## src/core/reset_cause_pkg.sv

```systemverilog
// Constants, types and register map of the reset-cause and oscillator block.
package reset_cause_pkg;

  localparam int unsigned CORE_CLK_MHZ = 200;
  localparam int unsigned RST_DELAY_US         = 18000;
  localparam int unsigned RST_DELAY_CYCLES_NOM = RST_DELAY_US * CORE_CLK_MHZ;
  localparam int unsigned RST_DELAY_CNT_W      = 22;

  localparam logic [7:0] STATUS_ADDR     = 8'h03;
  localparam logic [7:0] IRQ_STATUS_ADDR = 8'h10;
  localparam logic [7:0] IRQ_CLEAR_ADDR  = 8'h11;
  localparam logic [7:0] IRQ_ENABLE_ADDR = 8'h12;
  localparam logic [7:0] CAUSE_ADDR      = 8'h13;
  localparam logic [7:0] OSC_MODE_ADDR   = 8'h14;

  localparam int unsigned TIMEOUT_BIT   = 4;
  localparam int unsigned POWERDOWN_BIT = 3;
  localparam logic [7:0]  STATUS_POR      = 8'h18;
  localparam logic [7:0]  STATUS_KEEP_MSK = 8'h07;
  localparam logic [7:0]  STATUS_WR_MSK   = 8'he7;

  localparam int unsigned IRQ_W    = 4;
  localparam int unsigned EV_POR   = 0;
  localparam int unsigned EV_CLEAR    = 1;
  localparam int unsigned EV_WATCHDOG = 2;
  localparam int unsigned EV_WAKE  = 3;
  localparam logic [3:0]  IRQ_STATUS_POR = 4'h1;

  typedef enum logic [1:0] {
    low_power_crystal_mode  = 2'h0,
    crystal_resonator_mode  = 2'h1,
    high_speed_crystal_mode = 2'h2,
    rc_osc_mode             = 2'h3
  } osc_mode_t;

  typedef enum logic [1:0] {
    st_hold  = 2'h0,
    st_timer = 2'h1,
    st_run   = 2'h3
  } reset_fsm_t;

  typedef enum logic [2:0] {
    cause_none      = 3'h0,
    cause_por       = 3'h1,
    cause_clear          = 3'h2,
    cause_clear_wake     = 3'h3,
    cause_watchdog       = 3'h4,
    cause_watchdog_wake  = 3'h5
  } cause_t;

  typedef struct packed {
    logic [7:0] addr;
    logic       wr_en;
    logic       rd_en;
    logic [7:0] wr_data;
  } reg_req_t;

  typedef struct packed {
    logic                 clr_meta;
    logic                 clr_sync;
    logic                 clr_prev;
    logic                 osc_meta;
    logic                 osc_sync;
    logic                 osc_prev;
    logic                 osc_tick;
    logic [1:0]           q_phase;
    reset_fsm_t           fsm;
    logic [RST_DELAY_CNT_W-1:0] delay_cnt;
    logic [7:0]           status;
    logic [IRQ_W-1:0]     irq_status;
    logic [IRQ_W-1:0]     irq_enable;
    cause_t               cause;
    logic [7:0]           rd_data;
  } state_t;

endpackage : reset_cause_pkg

```

## src/core/reset_cause_and_osc_mode.sv

```systemverilog
// Reset sequencing, reset-cause flags and oscillator-mode clock output.
//
// What this block does
// Two-bit field selects one of four oscillator modes.
// Crystal modes accept external clock on input pin.
// RC mode drives oscillator divided by four out.
// Five reset causes: power-on, clear, wake, watchdog.
// Unreset registers keep contents through non-power resets.
// Reset-state registers load on every reset kind.
// Wake-up from sleep performs a full reset.
// Timeout and powerdown flags sit in status bits 4:3.
// Flags per cause: 11, uu, 10, 01, 00.
// Status at 03h: page bits, flags, zero, carries.
// Status loads 0001 1xxx or 000q quuu.
// Reset timer holds processor for nominal 18 ms.
// Timer starts on watchdog or master clear release.
// Master clear input is active low.
// Mode field encoding is a design parameter.
module reset_cause_and_osc_mode
  import reset_cause_pkg::*;
#(
  parameter int unsigned RST_DELAY_CYCLES = RST_DELAY_CYCLES_NOM,
  parameter logic [1:0]  LOWPWR_CODE      = 2'h0,
  parameter logic [1:0]  XTAL_CODE        = 2'h1,
  parameter logic [1:0]  HISPEED_CODE     = 2'h2,
  parameter logic [1:0]  RC_CODE          = 2'h3
) (
  input  wire logic       core_clk,
  input  wire logic       rst,
  input  wire logic [1:0] osc_select_field,
  input  wire logic       master_clear_n,
  input  wire logic       watchdog_timeout,
  input  wire logic       sleep_active,
  input  wire logic       osc_input_pin,
  output logic            osc_output_pin,
  output logic            osc_output_oe,
  output logic            osc_tick,
  output logic [1:0]      q_phase,
  output logic            cpu_reset,
  input  wire reg_req_t   bus_req,
  output logic [7:0]      bus_rd_data,
  output logic            irq
);

  // The watchdog restart check expects at least eight held cycles.
  if (RST_DELAY_CYCLES < 8 ||
      RST_DELAY_CYCLES >= (2 ** RST_DELAY_CNT_W)) begin : g_bad_delay
    $error("Reset delay does not fit the reset timer counter");
  end
  if (LOWPWR_CODE == XTAL_CODE || LOWPWR_CODE == HISPEED_CODE ||
      LOWPWR_CODE == RC_CODE || XTAL_CODE == HISPEED_CODE ||
      XTAL_CODE == RC_CODE || HISPEED_CODE == RC_CODE)
  begin : g_bad_codes
    $error("Oscillator mode codes must be distinct");
  end

  localparam logic [RST_DELAY_CNT_W-1:0] RST_DELAY_LAST =
    RST_DELAY_CNT_W'(RST_DELAY_CYCLES - 1);

  // The field encoding is left open, so it maps through parameters.
  function automatic osc_mode_t decode_mode(input logic [1:0] field);
    osc_mode_t m;
    m = rc_osc_mode;
    if (field == LOWPWR_CODE) m = low_power_crystal_mode;
    else if (field == XTAL_CODE) m = crystal_resonator_mode;
    else if (field == HISPEED_CODE) m = high_speed_crystal_mode;
    return m;
  endfunction : decode_mode

  // Timeout and powerdown values per cause; plain master clear keeps them.
  function automatic logic [1:0] flags_for(input cause_t c,
                                           input logic [1:0] old);
    logic [1:0] f;
    f = old;
    case (c)
      cause_por:       f = 2'h3;
      cause_clear_wake:    f = 2'h2;
      cause_watchdog:      f = 2'h1;
      cause_watchdog_wake: f = 2'h0;
      default:         f = old;
    endcase
    return f;
  endfunction : flags_for

  state_t     s_q;
  state_t     s_d;
  osc_mode_t  mode;
  logic       crystal_mode;
  logic       clear_evt;
  logic       watchdog_evt;
  logic       reset_evt;
  cause_t     evt_cause;
  logic [1:0] new_flags;
  logic [IRQ_W-1:0] events;

  always_comb begin
    mode         = decode_mode(osc_select_field);
    crystal_mode = (mode != rc_osc_mode);
    clear_evt    = s_q.clr_prev && !s_q.clr_sync;
    watchdog_evt = watchdog_timeout && (s_q.fsm != st_hold);
    reset_evt    = clear_evt || watchdog_evt;
    if (clear_evt) begin
      evt_cause = sleep_active ? cause_clear_wake : cause_clear;
    end else if (watchdog_evt) begin
      evt_cause = sleep_active ? cause_watchdog_wake : cause_watchdog;
    end else begin
      evt_cause = cause_none;
    end
    new_flags = flags_for(evt_cause,
                          s_q.status[TIMEOUT_BIT:POWERDOWN_BIT]);
    events = '0;
    events[EV_CLEAR]    = clear_evt;
    events[EV_WATCHDOG] = watchdog_evt;
    events[EV_WAKE] = reset_evt && sleep_active;
  end

  always_comb begin
    s_d = s_q;
    s_d.rd_data = '0;

    // Only the second and third stages of each synchroniser feed any logic.
    s_d.clr_meta  = master_clear_n;
    s_d.clr_sync  = s_q.clr_meta;
    s_d.clr_prev  = s_q.clr_sync;
    s_d.osc_meta  = osc_input_pin;
    s_d.osc_sync  = s_q.osc_meta;
    s_d.osc_prev  = s_q.osc_sync;

    // In RC mode the core clock stands for the RC oscillator itself.
    s_d.osc_tick = crystal_mode ? (s_q.osc_sync && !s_q.osc_prev)
                                : 1'b1;
    if (s_d.osc_tick) begin
      s_d.q_phase = s_q.q_phase + 2'h1;
    end

    // Reset timer: hold while the pin is low, count after release.
    if (!s_q.clr_sync) begin
      s_d.fsm       = st_hold;
      s_d.delay_cnt = '0;
    end else begin
      case (s_q.fsm)
        st_hold: begin
          s_d.fsm       = st_timer;
          s_d.delay_cnt = '0;
        end
        st_timer: begin
          if (watchdog_evt) begin
            s_d.delay_cnt = '0;
          end else if (s_q.delay_cnt == RST_DELAY_LAST) begin
            s_d.fsm = st_run;
          end else begin
            s_d.delay_cnt = s_q.delay_cnt + RST_DELAY_CNT_W'(1);
          end
        end
        st_run: begin
          if (watchdog_evt) begin
            s_d.fsm       = st_timer;
            s_d.delay_cnt = '0;
          end
        end
        default: begin
          s_d.fsm       = st_hold;
          s_d.delay_cnt = '0;
        end
      endcase
    end

    // Software writes reach page bits and the arithmetic flags only.
    if (bus_req.wr_en && bus_req.addr == STATUS_ADDR) begin
      s_d.status = (s_q.status & ~STATUS_WR_MSK) |
                   (bus_req.wr_data & STATUS_WR_MSK);
    end
    // A reset in the same cycle overrides the software write.
    if (reset_evt) begin
      s_d.status = (s_q.status & STATUS_KEEP_MSK);
      s_d.status[TIMEOUT_BIT:POWERDOWN_BIT] = new_flags;
      s_d.cause  = evt_cause;
    end

    if (bus_req.wr_en && bus_req.addr == IRQ_ENABLE_ADDR) begin
      s_d.irq_enable = bus_req.wr_data[IRQ_W-1:0];
    end
    // New events win over a clear in the same cycle.
    s_d.irq_status = s_q.irq_status | events;
    if (bus_req.wr_en && bus_req.addr == IRQ_CLEAR_ADDR) begin
      s_d.irq_status = (s_q.irq_status & ~bus_req.wr_data[IRQ_W-1:0]) |
                       events;
    end

    if (bus_req.rd_en) begin
      case (bus_req.addr)
        STATUS_ADDR:     s_d.rd_data = s_q.status;
        IRQ_STATUS_ADDR: s_d.rd_data = 8'(s_q.irq_status);
        IRQ_ENABLE_ADDR: s_d.rd_data = 8'(s_q.irq_enable);
        CAUSE_ADDR:      s_d.rd_data = 8'(s_q.cause);
        OSC_MODE_ADDR:   s_d.rd_data = 8'(mode);
        default:         s_d.rd_data = '0;
      endcase
    end
  end

  always_ff @(posedge core_clk) begin
    if (rst) begin
      // Power-on leaves the arithmetic flags undefined; zero is chosen.
      s_q            <= '0;
      s_q.fsm        <= st_hold;
      s_q.status     <= STATUS_POR;
      s_q.cause      <= cause_por;
      s_q.irq_status <= IRQ_STATUS_POR;
    end else begin
      s_q <= s_d;
    end
  end

  assign osc_output_oe  = (mode == rc_osc_mode);
  assign osc_output_pin = osc_output_oe && s_q.q_phase[1];
  assign osc_tick       = s_q.osc_tick;
  assign q_phase        = s_q.q_phase;
  assign cpu_reset      = (s_q.fsm != st_run);
  assign bus_rd_data    = s_q.rd_data;
  assign irq            = |(s_q.irq_status & s_q.irq_enable);
endmodule : reset_cause_and_osc_mode

```

## config.mk

```make
export PLATFORM = sky130hd
export DESIGN_NAME = reset_cause_and_osc_mode
export DESIGN_NICKNAME = d
export VERILOG_FILES = /design/src/core/reset_cause_pkg.sv /design/src/core/reset_cause_and_osc_mode.sv
export SDC_FILE = /design/constraint.sdc
export NUM_CORES = 1
export LEC_CHECK = 0
export ABC_CLOCK_PERIOD_IN_PS = 4270
export BUFFER_PORTS_ARGS = -buffer_cell sky130_fd_sc_hd__buf_4
export CORE_MARGIN = 5
export CORE_UTILIZATION = 61
export CTS_CLUSTER_SIZE = 14
export DETAILED_ROUTE_END_ITERATION = 10
export PLACE_DENSITY = 0.83
export SKIP_LAST_GASP = 1
export SYNTH_ARGS = -nofsm -noshare
export SYNTH_HDL_FRONTEND = slang
export SYNTH_SLANG_ARGS = --single-unit
```

## constraint.sdc

```tcl
create_clock -name core_clk -period 4.27 [get_ports core_clk]
set_input_delay 1.0675 -clock core_clk [delete_from_list [all_inputs] [get_ports core_clk]]
set_output_delay 1.0675 -clock core_clk [all_outputs]
set_load 0.01 [all_outputs]
```

==> summary.md, run 1 <==
| Metric | Value |
|---|---|
| CTS tree | done |
| Mapped Nets | 340 |
| Detailed-route vias per instance | 6.11 |
| Total grt overflow | 0 |
| Slew Viols, Final | 0 |
| Tightest Pin Transition | 0.783 ns |
| RSZ-0062 raised after global routing | no |
| Area added between synthesis and finish | 15.3% |
| Synth cell types | 54 |
| Synth Instances | 313 |
| Final std cells w/o fill | 398 |
| Worst vdd ir | 0.000246 V |
| Leak | 0.00129 uW |
| Die Y | 77.6 um |
| Yosys top cell by area | dfxtp_1 |
| Crit. End Element | register |
| Setup WS pre-CTS | 1.13 ns |
| GPL Wtd Cong | 0.904 |
| Sum Neg Setup Slack | 0 ns |
| Starting Density | 63.6% |
| Post_cts resized | 0 |
| Share of cells above drive strength 1 | 19.1% |
| Ports | 41 |
| Diodes inserted | 0 |
| Post-synth top area share | 43.1% |
| Final Power | 1140 uW |
| CTS root buffer | clkbuf_8 |
| Num CTS Buffers | 9 |
| Comb power frac | 5.0% |
| Period utilization | 66.2% |
| Number of synthesized flops with an enable pin | 0 |
| Count leader, synth | dfxtp_1 |
| Relative slew slack | 47.4% |
| Hold Vio Cnt, Final | 0 |
| Vias in the first global route | 2257 |
| Placeable Area | 0.00438 mm^2 |
| Register Area | 0.00120 mm^2 |
| #FFs+latches synth | 60 |
| Post-CTS setup buffers | 0 |
| Pin count of the biggest net entering global routing | 30 |
| Total number of vias | 2433 |
| Startpoint Class | input port |
| Final setup vio count | 0 |
| WP data required | 4.50 ns |
| Iter 0 DRT Violations | 258 |
| H-tree depth | 3 |
| Die Area | 0.00602 mm^2 |
| Worst Hold Class | reg -> reg |
| Switching share of power | 22.8% |
| Detail Route Antenna Nets | 0 |
| Critical Path Fanout Max | 29 |
| Internal | 881 uW |
| Clock Latency Late Sink | 0.34 ns |
| Synth async-reset ratio | 0% |
| Crit path DAT | 3.06 ns |
| Fmax | 0.354 GHz |
| Die X | 77.6 um |
| Cells after DPL | 382 |
| Setup WS post-layout | 1.45 ns |
| Mapped Area | 0.00279 mm^2 |
| Hold_buf cts | 0 |
| Clock Sink Count | 60 |
| Outcome | completed |
| Sequential power share | 50.1% |
| Min cycle time layout | 2.82 ns |
| Max Buffers Root-to-Sink | 2 |
| Initial antenna violation count | 0 |
| Pwr dens | 355 mW/mm^2 |
| Std-Cell Rows | 24 |
| Tot GR Track Use | 20.8% |
| Sequential cell area fraction in the yosys report | 43.1% |
| Post-route DRC | 0 |
| Max cap viols | 0 |
| IO Port Bufs | 39 |
| Area contributors post-synth | dfxtp_1 43%, mux2i_1 5.7%, nor2_1 3.6% |
| YS warnings | 0 |
| Fillers | 351 |
| Clock share of power | 44.9% |
| Commonest cells in the netlist | 60 x dfxtp_1, 27 x nor2_1, 25 x nand2_1, 16 x mux2i_1 |
| First-pass DRT Iterations | 5 |
| Routed WL | 6120 um |
| WL per Instance | 15.4 um |
| Main flop type after synthesis | dfxtp_1 |
| Critical path class | in -> reg |
| DP HPWL | 4310 um |
| Reg clk slew, reported paths | 0.07 ns |
| P_sw | 260 uW |
| Nets | 368 |
| Final clock skew | 0.00716 ns |
| Synth Area per Inst | 8.91 um^2 |
| Multi-input gate area | 0.00142 mm^2 |
| First-pass GRT wire length | 10200 um |
layer usage:
metal | vias up | GRT usage (%) | part of all wire, %
met5 | - | 0 | 0
met4 | 0 | 10.7 | 2.9
met3 | 18 | 6.60 | 8.7
met2 | 116 | 33.9 | 48
met1 | 1124 | 24.3 | 40
li1 | 1175 | - | -
cell usage in the layout (no fill, tap or decap), types with 11 or more instances in the layout:
| cell | synthesis | final |
|---|---|---|
| nor3_1 | 12 | 12 |
| a21oi_1 | 11 | 11 |
| buf_4 | 11 | 39 |
| mux2i_1 | 16 | 16 |
| dfxtp_1 | 60 | 60 |
| and3_1 | 12 | 12 |
| o21ai_0 | 11 | 11 |
| nand2_1 | 25 | 25 |
| nor2_1 | 27 | 27 |
| nor2b_1 | 11 | 11 |
worst max-delay path, cell delays in order:
cell,delay (ns)
buf_4,0.26
nand2b_1,0.22
clkinv_1,0.29
nand2_1,0.44
nor2_1,0.25
and2_4,0.24
a221o_1,0.28
sequential cells by signal, summed over array words and instances (netlist names):
register / count
osc_tick: 1
q_phase: 2
bus_rd_data: 8
s_q: 45
s_d: 4
worst paths after layout:
path | from | cells after the start | slack, ns | endpoint
worst min register to register | s_d[58]$_SDFF_PP0_ | 1 | 0.44 | s_d[57]$_SDFF_PP0_
worst max-delay path | rst | 7 | 1.45 | s_q[34]$_SDFFE_PP0P_
worst max register to register | s_q[27]$_SDFFE_PP0P_ | 7 | 2.02 | s_q[28]$_SDFFE_PP0P_
worst min-delay path | s_d[58]$_SDFF_PP0_ | 1 | 0.44 | s_d[57]$_SDFF_PP0_
power by group through the flow:
| stage | logic, uW | registers [uW] | clock network, uW |
|---|---|---|---|
| 2_1_floorplan | 30.5 | 583 | 0 |
| 3_3_place_gp | 55.9 | 583 | 0 |
| 3_5_place_dp | 56.6 | 584 | 0 |
| 4_1_cts | 57.2 | 571 | 521 |
| 5_1_grt | 62.4 | 571 | 554 |
| 6_report | 57.1 | 571 | 512 |
area by class of cell:
| type | count | area share (%) |
|---|---|---|
| flip-flops and latches | 60 | 37.4 |
| inverters | 10 | 1.17 |
| multi-input cells | 221 | 44.0 |
| well taps | 52 | 2.02 |
| clock buffers | 10 | 4.28 |
| clock inverters | 6 | 1.99 |
| repair buffers | 39 | 9.11 |
through the flow:
step                      utilization, %  hold slack (ns)  area [um^2]
after CTS                           73.3            0.448         3210
after detailed placement            68.7            0.423         3010
final                               73.3            0.440         3210
after global routing                73.3            0.465         3210
after global placement              68.7            0.417         3010
after floorplan                        -            0.414         2790
kinds of logic after synthesis:
family | count (synthesis) | share of synthesized area [%]
mux | 19 | 6.96
buf+inv | 32 | 6.15
xor+xnor | 6 | 1.89
simple gates | 139 | 28.0
compound gates | 56 | 13.5
flops | 60 | 43.1
fa+ha+maj | 1 | 0.449
Note: power is estimated with default switching activity, not from simulation.
==> run 2: changes to the inputs <==
- ABC_AREA: unset -> 1
- ABC_CLOCK_PERIOD_IN_PS: 4270 -> 2600
- CORE_UTILIZATION: 61 -> 57
- PLACE_DENSITY: 0.83 -> 0.78
- clock period: 4.27 -> 2.6 ns (I/O delays scaled with it)
==> run 2 against run 1 <==
Against the previous run: global-route usage increased by 0.16 points; flip-flop and latch count did not move; clock skew is 0.00056 ns lower; design area up 11%; total power rose by 64%; area after synthesis up 11%; count of clock-buffer cells in the layout fell by 1; critical path depth unchanged; first-iteration DRC count rose by 9.3%; utilization fell by 4.3 points; final cell count grew 42%.
==> summary.md, run 2 <==
| Metric | Value |
|---|---|
| Detail Route Antenna Nets | 0 (unchanged) |
| Post-CTS setup buffers | 0 (unchanged) |
| Number of synthesized flops with an enable pin | 0 (unchanged) |
| Crit. End Element | register (unchanged) |
| Detailed-route vias per instance | 5.16 (was 6.11) |
| Commonest non-fill, non-tap cells in the layout | 99 x nand2_1, 66 x inv_1, 61 x nor2_1 (was 60 x dfxtp_1, 39 x buf_4, 27 x nor2_1) |
| DR top layer | met4 (unchanged) |
| Post_cts resized | 0 (unchanged) |
| YS warnings | 0 (unchanged) |
| Comb power frac | 5.0% (about the same) |
| Hold Vio Cnt, Final | 0 (unchanged) |
| Synth async-reset ratio | 0% (unchanged) |
| Starting Density | 59.6% (was 63.6%) |
| Main flop type after synthesis | dfxtp_1 (unchanged) |
| Critical Path Fanout Max | 14 (was 29) |
| Worst vdd ir | 0.000486 V (was 0.000246 V) |
| Die Area | 0.00698 mm^2 (was 0.00602 mm^2) |
| Clock Latency Late Sink | 0.34 ns (about the same) |
| Commonest non-fill, non-tap cell in the layout | nand2_1 (was dfxtp_1) |
| Slowest stage cell, crit path | a21boi_2 (was nand2_1) |
| Routed WL | 6940 um (was 6120 um) |
| Met1 WL | 3260 um (was 2470 um) |
| Clock share of power | 44.9% (about the same) |
| Sequential cell area fraction in the yosys report | 39.0% (was 43.1%) |
| #FFs+latches synth | 60 (unchanged) |
| Yosys top cell by area | dfxtp_1 (unchanged) |
| Final clock skew | 0.00660 ns (was 0.00716 ns) |
| First-pass DRT Iterations | 5 (unchanged) |
| Max Buffers Root-to-Sink | 2 (unchanged) |
| Mapped Nets | 481 (was 340) |
| Tot GR Track Use | 20.9% (was 20.8%) |
| Initial antenna violation count | 0 (unchanged) |
| CTS root buffer | clkbuf_8 (unchanged) |
| Wire length on met3 | 532 um (was 535 um) |
| Worst r2r src | s_q[28]$_SDFFE_PP0P_ (was s_q[27]$_SDFFE_PP0P_) |
| Met2 Wirelength | 3080 um (was 2940 um) |
| Slowest Stage Delay on Critical Path | 0.44 ns (about the same) |
| H-tree depth | 3 (unchanged) |
| Area added between synthesis and finish | 15.8% (was 15.3%) |
| Hold Startpoint | s_d[55]$_SDFF_PP0_ (was s_d[58]$_SDFF_PP0_) |
| First-pass GRT wire length | 12000 um (was 10200 um) |
| Share of cells above drive strength 1 | 18.1% (was 19.1%) |
| Top reg by flops | s_q (unchanged) |
| Pin count of the biggest net entering global routing | 19 (was 30) |
| Total grt overflow | 0 (unchanged) |
| DP HPWL | 5100 um (was 4310 um) |
| Ports | 41 (unchanged) |
| Synth Area per Inst | 6.79 um^2 (was 8.91 um^2) |
| Diodes inserted | 0 (unchanged) |
| Tightest Pin Transition | 0.511 ns (was 0.783 ns) |
| Pwr dens | 524 mW/mm^2 (was 355 mW/mm^2) |
| Synth cell types | 32 (was 54) |
| Worst Setup SP | rst (unchanged) |
| Outcome | completed (unchanged) |
| Min cycle time layout | 1.84 ns |
| Num CTS Buffers | 9 (unchanged) |
| Total number of vias | 2919 (was 2433) |
| CTS tree | done (unchanged) |
| Final setup vio count | 0 (unchanged) |
| P_sw | 451 uW (was 260 uW) |
| Die Y | 83.5 um (was 77.6 um) |
| Slew Viols, Final | 0 (unchanged) |
| Max cap viols | 0 (unchanged) |
| WP data required | 2.88 ns (was 4.50 ns) |
| Switching share of power | 24.1% (was 22.8%) |
| Synth Instances | 454 (was 313) |
| Post-route core utilization | 69.0% (was 73.3%) |
| Post-synth top area share | 39.0% (was 43.1%) |
| IO Port Bufs | 39 (unchanged) |
| Sequential power share | 50.1% (about the same) |
| Mapped Area | 0.00308 mm^2 (was 0.00279 mm^2) |
| Post-route DRC | 0 (unchanged) |
| Clock Sink Count | 60 (unchanged) |
| GPL Wtd Cong | 0.875 (was 0.904) |
| Count leader, synth | nand2_1 (was dfxtp_1) |
| Hold_buf cts | 0 (unchanged) |
| Nets | 518 (was 368) |
| Fmax | 0.545 GHz |
| Area contributors post-synth | dfxtp_1 39%, nand2_1 12%, inv_1 8.0% (was dfxtp_1 43%, mux2i_1 5.7%, nor2_1 3.6%) |
| RSZ-0062 raised after global routing | no (unchanged) |
| Critical path class | in -> reg (unchanged) |
| Std-Cell Rows | 26 (was 24) |
| Internal | 1420 uW (was 881 uW) |
| Reg clk slew, reported paths | 0.07 ns (about the same) |
| Period utilization | 70.6% |
| Vias in the first global route | 2658 (was 2257) |
| Placeable Area | 0.00517 mm^2 (was 0.00438 mm^2) |
| Relative slew slack | 65.9% (was 47.4%) |
| Iter 0 DRT Violations | 282 (was 258) |
| Startpoint Class | input port (unchanged) |
| Sum Neg Setup Slack | 0 ns (unchanged) |
| Commonest cells in the netlist | 99 x nand2_1, 66 x inv_1, 61 x nor2_1, 60 x dfxtp_1, 40 x nand3_1 (was 60 x dfxtp_1, 27 x nor2_1, 25 x nand2_1, 16 x mux2i_1) |
| Leak | 0.00159 uW (was 0.00129 uW) |
| Cells along the critical path | buf_4 > nor2_4 > inv_2 > nor2_2 > a21boi_2 > o21ai_0 > o21ai_2 (was buf_4 > nand2b_1 > clkinv_1 > nand2_1 > nor2_1 > and2_4 > a221o_1) |
| Fillers | 460 (was 351) |
| Worst Hold Class | reg -> reg (unchanged) |
| WL per Instance | 12.3 um (was 15.4 um) |
| Crit path DAT | 2.12 ns (was 3.06 ns) |
| Max reg flops | 45 (unchanged) |
| Die X | 83.5 um (was 77.6 um) |
[run 2: final timing paths]
path              depth (start not counted)  slack (ns)              endpoint
setup reg to reg                         10        0.77  s_q[40]$_SDFFE_PP0P_
hold / removal                            2        0.41    s_d[54]$_SDFF_PP0_
setup / recovery                          7        0.76  s_q[27]$_SDFFE_PP0P_
hold reg to reg                           2        0.41    s_d[54]$_SDFF_PP0_
[run 2: logic make-up (layout without fill, tap and decap cells)]
kind of cell             count (synthesis)  in the layout  share of synthesized area, %
AND/OR/NAND/NOR                        246            246                          37.2
buffers and inverters                   86            128                          11.9
AO/OA/AOI/OAI                           61             61                          11.5
flip-flops                              60             60                          39.0
adder cells (fa/ha/maj)                  1              1                         0.406
[run 2: layout make-up]
class                           count  area [um^2]  area share, %
Clock buffer                        9          124           3.47
Clock inverter                      7         76.3           2.14
Inverter                           73          274           7.68
Multi-Input combinational cell    308         1510           42.4
Sequential cell                    60         1200           33.6
Tap cell                           70         87.6           2.45
Timing Repair Buffer               39          293           8.20
[run 2: worst max-delay path: cells and delay by family]
family / cells / cell delay, ns
buffers and inverters: 2 / 0.32
AO/OA/AOI/OAI: 3 / 0.71
AND/OR/NAND/NOR: 2 / 0.44
[run 2: per-stage QoR]
stage	instance area [um^2]	hold slack, ns	power [uW]	std cells	setup slack, ns
after global routing	3570	0.434	1940	566	0.575
after global placement	3370	0.390	1050	550	0.432
after CTS	3570	0.412	1880	566	0.753
after detailed placement	3370	0.397	1050	550	0.404
after floorplan	3080	0.388	1000	454	0.907
final	3570	0.407	1870	566	0.764
[run 2: power groups by stage]
stage | Combinational, uW | Sequential [uW] | Clock, uW
after floorplan | 44.0 | 956 | 0
after global placement | 90.5 | 957 | 0
after detailed placement | 92.5 | 957 | 0
after CTS | 93.1 | 936 | 853
after global routing | 104 | 938 | 898
final | 92.9 | 936 | 840
[run 2: routing by layer]
layer | up-vias | track usage (%)
li1 | 1515 | -
met1 | 1294 | 28.4
met2 | 101 | 32.8
met3 | 9 | 4.94
met4 | 0 | 7.16
met5 | - | 0
==> run 3: changes to the inputs <==
- ABC_CLOCK_PERIOD_IN_PS: 2600 -> 1600
- CORE_UTILIZATION: 57 -> 52
- PLACE_DENSITY: 0.78 -> 0.75
- clock period: 2.6 -> 1.6 ns (I/O delays scaled with it)
==> run 3 against run 2 <==
Against the previous run: register-to-register slack got worse by 0.71 ns; critical path type is now reg -> reg; worst setup slack lost 0.70 ns; count of clock-buffer cells in the layout grew 4; global-route usage rose by 0.087 points; worst hold slack got worse by 0.14 ns; sequential power is 62% higher; critical path depth rose by 3.
==> summary.md, run 3 (synthesis results as in run 2) <==
| Metric | Value |
|---|---|
| Setup WS pre-CTS | -0.0580 ns (was 0.404 ns) |
| Startpoint Class | register (was input port) |
| Diodes inserted | 0 (unchanged) |
| Hold WS | 0.263 ns (was 0.407 ns) |
| Outcome | completed (unchanged) |
| DP HPWL | 5730 um (was 5100 um) |
| Leak | 0.00189 uW (was 0.00159 uW) |
| First-pass GRT wire length | 12700 um (was 12000 um) |
| Final clock skew | 0.00693 ns (was 0.00660 ns) |
| WP data required | 1.84 ns (was 2.88 ns) |
| First-pass DRT Iterations | 4 (was 5) |
| Num CTS Buffers | 9 (unchanged) |
| Clock Sink Count | 60 (unchanged) |
| Share of cells above drive strength 1 | 30.6% (was 18.1%) |
| Hold_buf cts | 0 (unchanged) |
| Worst Hold Class | in -> reg (was reg -> reg) |
| Sum Neg Setup Slack | 0 ns (unchanged) |
| RSZ-0062 raised after global routing | yes (was no) |
| Die X | 87 um (was 83.5 um) |
| Vias in the first global route | 2896 (was 2658) |
| Commonest non-fill, non-tap cell in the layout | nand2_1 (unchanged) |
| Worst vdd ir | 0.000478 V (was 0.000486 V) |
| Commonest non-fill, non-tap cells in the layout | 92 x nand2_1, 82 x buf_4, 62 x inv_1 (was 99 x nand2_1, 66 x inv_1, 61 x nor2_1) |
| Starting Density | 52.7% (was 59.6%) |
| CTS tree | done (unchanged) |
| Routed WL | 7720 um (was 6940 um) |
| Max Buffers Root-to-Sink | 2 (unchanged) |
| H-tree depth | 3 (unchanged) |
| Pin count of the biggest net entering global routing | 14 (was 19) |
| Ports | 41 (unchanged) |
| Placeable Area | 0.00585 mm^2 (was 0.00517 mm^2) |
| Setup WS post-layout | 0.0636 ns (was 0.764 ns) |
| GPL Wtd Cong | 0.922 (was 0.875) |
| Std-Cell Rows | 28 (was 26) |
| Fmax | 0.651 GHz |
| Crit. End Element | register (unchanged) |
| Post-route DRC | 0 (unchanged) |
| Met2 Wirelength | 3510 um (was 3080 um) |
| Iter 0 DRT Violations | 140 (was 282) |
| IO Port Bufs | 39 (unchanged) |
| Tot GR Track Use | 21.0% (was 20.9%) |
| Tightest Pin Transition | 0.339 ns (was 0.511 ns) |
| Final setup vio count | 0 (unchanged) |
| Die Y | 87 um (was 83.5 um) |
| Area added between synthesis and finish | 31.9% (was 15.8%) |
| Initial antenna violation count | 0 (unchanged) |
| Met1 WL | 3520 um (was 3260 um) |
| Cells after DPL | 595 (was 550) |
| Clock Latency Late Sink | 0.34 ns (about the same) |
| Reg clk slew, reported paths | 0.07 ns (about the same) |
| Nets | 562 (was 518) |
| Pwr dens | 780 mW/mm^2 (was 524 mW/mm^2) |
| Final std cells w/o fill | 615 (was 566) |
| Detail Route Antenna Nets | 0 (unchanged) |
| Crit path DAT | 1.77 ns (was 2.12 ns) |
| Max reg flops | 45 (unchanged) |
| Wire length on met3 | 527 um (was 532 um) |
| Slew Viols, Final | 0 (unchanged) |
| Min cycle time layout | 1.54 ns |
| Period utilization | 96.0% |
| Critical Path Fanout Max | 4 (was 14) |
| Hold Vio Cnt, Final | 0 (unchanged) |
| Relative slew slack | 77.1% (was 65.9%) |
| Critical path class | reg -> reg (was in -> reg) |
| Die Area | 0.00757 mm^2 (was 0.00698 mm^2) |
| Total number of vias | 3071 (was 2919) |
| Detailed-route vias per instance | 4.99 (was 5.16) |
| CTS root buffer | clkbuf_8 (unchanged) |
| Total grt overflow | 0 (unchanged) |
| WL per Instance | 12.6 um (was 12.3 um) |
| Max cap viols | 0 (unchanged) |
| Top reg by flops | s_q (unchanged) |
| DR top layer | met4 (unchanged) |
## run 3: cell type report
class                   count  area [um^2]
clock buffers              13          179
clock inverters             3         42.5
fillers                   482         1790
inverters                  73          274
multi-input cells         308         1640
flip-flops and latches     60         1210
well taps                  75         93.8
repair buffers             83          631
## run 3: power breakdown
group	switching, uW	leakage (uW)	internal [uW]
combinational	88.7	0.00129	82.3
sequential	9.87	0.000487	1510
clock	593	0.000112	887
total	691	0.00189	2480
## run 3: what timing repair did
action,CTS,global route
gates resized for setup,3,41
buffers inserted,2,2
gates cloned,0,0
setup endpoints to repair,8,20
pin swaps,1,2
## run 3: stage by stage
stage               area, um^2  total power (uW)  util (%)
floorplan                 3080              1620         -
global placement          3680              1720      62.8
CTS                       3930              3200      67.1
global route              4070              3310      69.5
detailed placement        3680              1720      62.8
finish                    4070              3170      69.5
## run 3: final timing paths
check / start / endpoint / slack [ns] / cells past startpoint
worst max-delay path: s_q[27]$_SDFFE_PP0P_ / s_q[40]$_SDFFE_PP0P_ / 0.06 / 10
worst min-delay path: osc_input_pin / s_d[55]$_SDFF_PP0_ / 0.26 / 3
worst max register to register: s_q[27]$_SDFFE_PP0P_ / s_q[40]$_SDFFE_PP0P_ / 0.06 / 10
worst min register to register: s_d[58]$_SDFF_PP0_ / s_d[57]$_SDFF_PP0_ / 0.40 / 2
## run 3: layer usage
metal / GRT usage (%) / up-vias
met5: 0 / -
met4: 8.78 / 0
met3: 5.68 / 19
met2: 32.6 / 84
met1: 27.5 / 1362
li1: - / 1606
## run 3: critical path, cell delays in order (launching register included)
cell	delay, ns
dfxtp_2	0.36
ha_4	0.16
nand2_4	0.07
nor2_4	0.14
nand2_4	0.08
nor2_8	0.11
nand3_4	0.11
buf_4	0.16
nand3_1	0.06
nand2_1	0.05
and2_1	0.14
